===== config.mk =====
export PLATFORM = sky130hd
export DESIGN_NAME = hjb_bridge
export DESIGN_NICKNAME = d
export VERILOG_FILES = /design/src/rtl/hjb_pkg.sv /design/src/rtl/hjb_bridge.sv /design/src/rtl/hjb_latch_pair.sv /design/src/rtl/hjb_scan_reg.sv
export SDC_FILE = /design/constraint.sdc
export NUM_CORES = 1
export LEC_CHECK = 0
export BUFFER_PORTS_ARGS = -buffer_cell sky130_fd_sc_hd__buf_2
export CAP_MARGIN = 20
export CELL_PAD_IN_SITES_DETAIL_PLACEMENT = 0
export CELL_PAD_IN_SITES_GLOBAL_PLACEMENT = 1
export CORE_ASPECT_RATIO = 1.4
export CORE_MARGIN = 2
export CORE_UTILIZATION = 30
export CTS_CLUSTER_SIZE = 10
export DETAILED_ROUTE_END_ITERATION = 6
export PLACE_DENSITY_LB_ADDON = 0.2
export SLEW_MARGIN = 40
export SYNTH_ARGS = -nofsm -noshare
export SYNTH_HDL_FRONTEND = slang
export SYNTH_SLANG_ARGS = --single-unit

===== constraint.sdc =====
create_clock -name core_clk -period 2.7 [get_ports core_clk]
set_input_delay 0.27 -clock core_clk [delete_from_list [all_inputs] [get_ports core_clk]]
set_output_delay 0.27 -clock core_clk [all_outputs]
set_load 0.05 [all_outputs]

===== src/rtl/hjb_pkg.sv =====
// shared constants for the host bus to scan pin bridge
package hjb_pkg;

  // register select, written as {second address bit, low address bit}
  localparam logic [1:0] HJB_ADDR_DATA = 2'b00;
  localparam logic [1:0] HJB_ADDR_CTRL = 2'b01;

  // data port field positions
  localparam int HJB_TDI_BIT = 0;
  localparam int HJB_TCK_BIT = 1;
  localparam int HJB_TMS_BIT = 2;
  localparam int HJB_SCAN_W = 3;

  // control port field positions
  localparam int HJB_TRST_BIT = 0;
  localparam int HJB_PROG_BIT = 3;

  // status port field position
  localparam int HJB_TDO_BIT = 7;

  // host data width as printed
  localparam int HJB_DATA_W = 8;

  // values after reset
  localparam logic [2:0] HJB_SCAN_RST = 3'h0;
  localparam logic HJB_LATCH_RST = 1'b0;
  localparam logic HJB_TRST_N_RST = 1'b0;
  localparam logic HJB_PROG_N_RST = 1'b1;

  // index of each control latch pair
  localparam int HJB_LAT_TRST = 0;
  localparam int HJB_LAT_PROG = 1;
  localparam int HJB_LAT_NUM = 2;

  // access tracker states
  typedef enum logic [1:0]
  {
    HJB_ST_IDLE = 2'b00,
    HJB_ST_DATA_WR = 2'b01,
    HJB_ST_CTRL_WR = 2'b10,
    HJB_ST_STAT_RD = 2'b11
  } hjb_state_e;

endpackage


===== src/rtl/hjb_bridge.sv =====
// top of the host bus to scan pin bridge
`timescale 1ns/1ps
`default_nettype none

module hjb_bridge
  import hjb_pkg::*;
#(
  parameter int DATA_W = HJB_DATA_W
)
(
  input wire logic core_clk,
  input wire logic rst_n,
  input wire logic host_region_select_n,
  input wire logic host_rd_n,
  input wire logic host_wr_n,
  input wire logic host_addr0,
  input wire logic host_addr1,
  input wire logic [DATA_W-1:0] host_wdata,
  input wire logic scan_tdo,
  input wire logic cable_attached,
  output logic [DATA_W-1:0] host_rdata,
  output logic host_rdata_oe,
  output logic scan_tdi,
  output logic scan_tdi_oe,
  output logic scan_clock_line,
  output logic scan_clock_line_oe,
  output logic scan_tms,
  output logic scan_tms_oe,
  output logic scan_trst_n,
  output logic scan_trst_n_oe,
  output logic program_strobe_out_n,
  output logic program_strobe_out_n_oe
);

  // the status bit and the control bit 3 must exist on the host data bus
  if (DATA_W <= HJB_TDO_BIT)
  begin : g_width_check
    $error("hjb_bridge: DATA_W must be at least 8");
  end

  // true when the host addresses the given register
  function automatic logic hjb_hit(input logic a1, input logic a0, input logic [1:0] target);
    hjb_hit = ({a1, a0} == target);
  endfunction

  logic sel;
  logic rd;
  logic wr;
  logic data_strobe;
  logic ctrl_strobe;
  logic stat_read;

  assign sel = !host_region_select_n;
  assign rd = !host_rd_n;
  assign wr = !host_wr_n;
  assign data_strobe = sel && wr && hjb_hit(host_addr1, host_addr0, HJB_ADDR_DATA);
  assign ctrl_strobe = sel && wr && hjb_hit(host_addr1, host_addr0, HJB_ADDR_CTRL);
  assign stat_read = sel && rd && hjb_hit(host_addr1, host_addr0, HJB_ADDR_CTRL);

  // access tracker: the data register loads on the first cycle of a data
  // write, which stands in for the rising edge of the looped-back strobe
  // a held write would otherwise reload each cycle and pass late bus data
  hjb_state_e state_r;
  hjb_state_e state_nxt;
  logic data_load;

  always_comb
  begin
    state_nxt = HJB_ST_IDLE;
    case (1'b1)
      data_strobe: state_nxt = HJB_ST_DATA_WR;
      ctrl_strobe: state_nxt = HJB_ST_CTRL_WR;
      stat_read: state_nxt = HJB_ST_STAT_RD;
      default: state_nxt = HJB_ST_IDLE;
    endcase
  end

  always_ff @(posedge core_clk)
  begin
    if (!rst_n)
    begin
      state_r <= HJB_ST_IDLE;
    end
    else
    begin
      state_r <= state_nxt;
    end
  end

  assign data_load = data_strobe && (state_r != HJB_ST_DATA_WR);

  // data port section
  logic [HJB_SCAN_W-1:0] scan_q;
  logic [HJB_SCAN_W-1:0] scan_d;

  assign scan_d[HJB_TDI_BIT] = host_wdata[HJB_TDI_BIT];
  assign scan_d[HJB_TCK_BIT] = host_wdata[HJB_TCK_BIT];
  assign scan_d[HJB_TMS_BIT] = host_wdata[HJB_TMS_BIT];

  hjb_scan_reg u_scan_reg
  (
    .core_clk(core_clk),
    .rst_n(rst_n),
    .load(data_load),
    .d(scan_d),
    .q(scan_q)
  );

  // control port section: one latch pair per implemented bit
  logic [HJB_LAT_NUM-1:0] lat_d;
  logic [HJB_LAT_NUM-1:0] lat_master;
  logic [HJB_LAT_NUM-1:0] lat_slave;

  assign lat_d[HJB_LAT_TRST] = host_wdata[HJB_TRST_BIT];
  assign lat_d[HJB_LAT_PROG] = host_wdata[HJB_PROG_BIT];

  for (genvar i = 0; i < HJB_LAT_NUM; i++)
  begin : g_lat
    // slaves open only while the select is idle, so a slow access can never
    // leave a half-written value on the target pins
    hjb_latch_pair u_pair
    (
      .core_clk(core_clk),
      .rst_n(rst_n),
      .master_en(ctrl_strobe),
      .d(lat_d[i]),
      .slave_en(!sel),
      .master_q(lat_master[i]),
      .slave_q(lat_slave[i])
    );
  end

  // pin and read-back registers
  logic scan_trst_n_r;
  logic scan_trst_n_nxt;
  logic prog_n_r;
  logic prog_n_nxt;
  logic pins_oe_r;
  logic pins_oe_nxt;
  logic [DATA_W-1:0] rdata_r;
  logic [DATA_W-1:0] rdata_nxt;
  logic rdata_oe_r;
  logic rdata_oe_nxt;

  always_comb
  begin
    // registered pins lag the slaves by one edge, so a new level may land as an access opens
    scan_trst_n_nxt = !lat_slave[HJB_LAT_TRST];
    prog_n_nxt = !lat_slave[HJB_LAT_PROG];
    // the test reset is kept driven through reset so the target controller
    // really sees it; only an attached cable releases the pins
    pins_oe_nxt = !cable_attached;
    rdata_nxt = '0;
    rdata_nxt[HJB_TDO_BIT] = scan_tdo;
    rdata_oe_nxt = stat_read;
  end

  always_ff @(posedge core_clk)
  begin
    if (!rst_n)
    begin
      scan_trst_n_r <= HJB_TRST_N_RST;
      prog_n_r <= HJB_PROG_N_RST;
      pins_oe_r <= !cable_attached;
      rdata_r <= '0;
      rdata_oe_r <= 1'b0;
    end
    else
    begin
      scan_trst_n_r <= scan_trst_n_nxt;
      prog_n_r <= prog_n_nxt;
      pins_oe_r <= pins_oe_nxt;
      rdata_r <= rdata_nxt;
      rdata_oe_r <= rdata_oe_nxt;
    end
  end

  assign scan_tdi = scan_q[HJB_TDI_BIT];
  assign scan_clock_line = scan_q[HJB_TCK_BIT];
  assign scan_tms = scan_q[HJB_TMS_BIT];
  assign scan_tdi_oe = pins_oe_r;
  assign scan_clock_line_oe = pins_oe_r;
  assign scan_tms_oe = pins_oe_r;
  assign scan_trst_n = scan_trst_n_r;
  assign scan_trst_n_oe = pins_oe_r;
  assign program_strobe_out_n = prog_n_r;
  assign program_strobe_out_n_oe = pins_oe_r;
  assign host_rdata = rdata_r;
  assign host_rdata_oe = rdata_oe_r;
endmodule

`default_nettype wire


===== src/rtl/hjb_latch_pair.sv =====
// master and slave latch pair for one control bit, sampled on the core clock
`timescale 1ns/1ps
`default_nettype none

module hjb_latch_pair
  import hjb_pkg::*;
(
  input wire logic core_clk,
  input wire logic rst_n,
  input wire logic master_en,
  input wire logic d,
  input wire logic slave_en,
  output logic master_q,
  output logic slave_q
);

  logic master_r;
  logic master_nxt;
  logic slave_r;
  logic slave_nxt;

  // both stages keep their value through an explicit hold path, so the
  // level never glitches while an enable falls
  always_comb
  begin
    master_nxt = master_r;
    slave_nxt = slave_r;
    if (master_en)
    begin
      master_nxt = d;
    end
    if (slave_en)
    begin
      slave_nxt = master_r;
    end
  end

  always_ff @(posedge core_clk)
  begin
    if (!rst_n)
    begin
      master_r <= HJB_LATCH_RST;
      slave_r <= HJB_LATCH_RST;
    end
    else
    begin
      master_r <= master_nxt;
      slave_r <= slave_nxt;
    end
  end

  assign master_q = master_r;
  assign slave_q = slave_r;
endmodule

`default_nettype wire


===== src/rtl/hjb_scan_reg.sv =====
// data port register holding the three scan pin levels
`timescale 1ns/1ps
`default_nettype none

module hjb_scan_reg
  import hjb_pkg::*;
(
  input wire logic core_clk,
  input wire logic rst_n,
  input wire logic load,
  input wire logic [HJB_SCAN_W-1:0] d,
  output logic [HJB_SCAN_W-1:0] q
);

  logic [HJB_SCAN_W-1:0] q_r;
  logic [HJB_SCAN_W-1:0] q_nxt;

  always_comb
  begin
    q_nxt = q_r;
    if (load)
    begin
      q_nxt = d;
    end
  end

  always_ff @(posedge core_clk)
  begin
    if (!rst_n)
    begin
      q_r <= HJB_SCAN_RST;
    end
    else
    begin
      q_r <= q_nxt;
    end
  end

  assign q = q_r;
endmodule

`default_nettype wire


==> results.tsv <==
metric	value	unit
final-hold-violation-count	0	
clk_root_buffer_cell	clkbuf_4	
yosysWarnings	0	
cp-start-kind	register	
start_util	0.311	
internal_power	0.281	mW
wl_per_cell	9.24	um
finalNonFillerCells	102	
htreeDepth	1	
cts.sinks	14	
cp_cell_sequence	buf_2	
grt_overflow_total	0	
die_area	2350	um2
pin_count	36	
clk_latency	0.26	ns
fin_crit_sh	0.434	
crit_family	flip-flops	
rows	19	
antenna_left	0	
crit_buf_inv	1	
ys_ff_latch	14	
syn_to_final_growth	16.9	%
dr.pass1.iters	4	
place_inst	99	
cts_buffers	3	
cts_resized	0	
crit_arrival	0.90	ns
num_antenna_cells	0	
netlist_area	592	um2
comb_power_share	0.198	
grt_pass1_vias	417	
post-route-min-period	1.17	ns
sw_frac_of_total	0.302	
crit_path_max_incr_delay	0.36	ns
critPathRequiredTime	2.43	ns
rsz0062_at_grt	no	
powerDensity	581	nW/um2
leakage	0.323	nW
coreArea	1900	um2
grt_start_max_net_pins	18	
worstPathMaxFanout	5	
clock_power_share	0.271	
synth_top_area_frac	0.474	
post_cts_buffers	0	
wl	942	um
max_freq	854	MHz
syn_avg_cell_area	9.70	um2
ys_seq_area_frac	0.474	
track_usage	0.0978	
via_per_inst	4.34	
synth_largest_area_cell	dfxtp_1	
clk_pin_slew	0.07	ns
dieHeight	56.6	um
grt_antenna_before_repair	0	
dp_hpwl	745	um
portBuffers	24	
setup_viol	0	
holdCritPathClass	in2reg	
cts_buffer_depth	2	
hold_buffers	0	
grt_pass1_wl	1690	um
critPathCaptureType	primary output	
final_util	0.364	
fin_ws	1.53	ns
tns	0	ns
synth_cell_types	20	
final_cell_mix	24 x buf_2, 14 x dfxtp_1, 9 x nand2_1	
final_common_cell	buf_2	
layout-drive-gt1-share	0.370	
cts_tree	built	
route.detailed.drc	0	
critical_path_class	reg2out	
nets	100	
fp.dieW	41.5	um
gp_congestion	0.640	
status	finished clean	
seqPwrFrac	0.531	
vias	443	
p_sw	0.121	mW
synth_cells	61	
ir_drop	317	uV
critPathSlowestCell	dfxtp_1	
drt_iter0_markers	6	
finClkSkew	0.000248	ns
synth_top_cells_by_area	dfxtp_1 47%, buf_4 14%, mux2i_1 8.5%	
pre_cts_ws	1.48	ns
drv_cap	0	
slew_viol_final	0	
[power groups by stage]
stage | Clock, mW | Sequential, mW | Combinational, mW
2_1_floorplan | 0 | 0.232 | 0.0583
3_3_place_gp | 0 | 0.218 | 0.0794
3_5_place_dp | 0 | 0.219 | 0.0797
4_1_cts | 0.118 | 0.214 | 0.0800
5_1_grt | 0.127 | 0.214 | 0.0844
6_report | 0.109 | 0.214 | 0.0794
[kinds of logic (layout without fill, tap and decap cells)]
group	after synthesis	count (layout)	synth area share
AND/OR/NAND/NOR	23	23	0.241
flip-flops	14	14	0.474
buffers and inverters	14	28	0.161
multiplexers	5	5	0.0846
AO/OA/AOI/OAI	4	4	0.0338
other	1	7	0.00634
[area by class of cell]
cell class,instances,area [um2]
multi-input combinational,39,239
inverter,1,3.75
fill,221,1210
clock buffer,3,22.5
tap,21,26.3
timing repair buffer,24,120
sequential,14,280
[registers in the layout, indices dropped and copies added, names as in the netlist]
| name | flops |
|---|---|
| u_scan_reg.q | 3 |
| g_lat.u_pair.master_q | 2 |
| g_lat.u_pair.slave_q | 2 |
| state_r | 2 |
| host_rdata | 1 |
| host_rdata_oe | 1 |
| program_strobe_out_n | 1 |
| program_strobe_out_n_oe | 1 |
| scan_trst_n | 1 |
[layer usage]
metal | track usage | routed length [um] | up-vias
li1 | - | - | 222
met1 | 0.0964 | 376 | 203
met2 | 0.165 | 493 | 18
met3 | 0.0354 | 72 | 0
met4 | 0.0691 | 0 | 0
met5 | 0 | 0 | -
[Yosys cell counts]
master and number:
buf_2 1, o21ai_1 1, o21ai_0 2, mux2i_1 5, and2_1 1, nand2_1 9
nor4b_2 1, and3_1 1, inv_1 1, nand3b_1 1, nor2_1 1, dfxtp_1 14
nor4b_4 1, nor2_2 1, conb_1 1, clkbuf_1 1, nor2b_1 4, buf_4 11
nand3_1 3, a21oi_1 1
[path summary, 6_finish.rpt]
| kind | startpoint | end | slack, ns | cells after the start |
|---|---|---|---|---|
| setup reg to reg | state_r[0] | u_scan_reg.q[1] | 1.63 | 3 |
| hold / removal | cable_attached | program_strobe_out_n_oe | 0.15 | 2 |
| hold reg to reg | g_lat[1].u_pair.slave_q | program_strobe_out_n | 0.38 | 1 |
| setup / recovery | program_strobe_out_n_oe | scan_tdi_oe | 1.53 | 1 |
[stage by stage]
stage               hold slack (ns)  power [mW]  instance area (um2)
finish                        0.145       0.402                  692
global route                  0.131       0.426                  692
CTS                           0.133       0.411                  692
detailed placement            0.370       0.298                  669
global placement              0.374       0.298                  669
floorplan                     0.327       0.290                  614
Power figures use the tool's default switching activity.
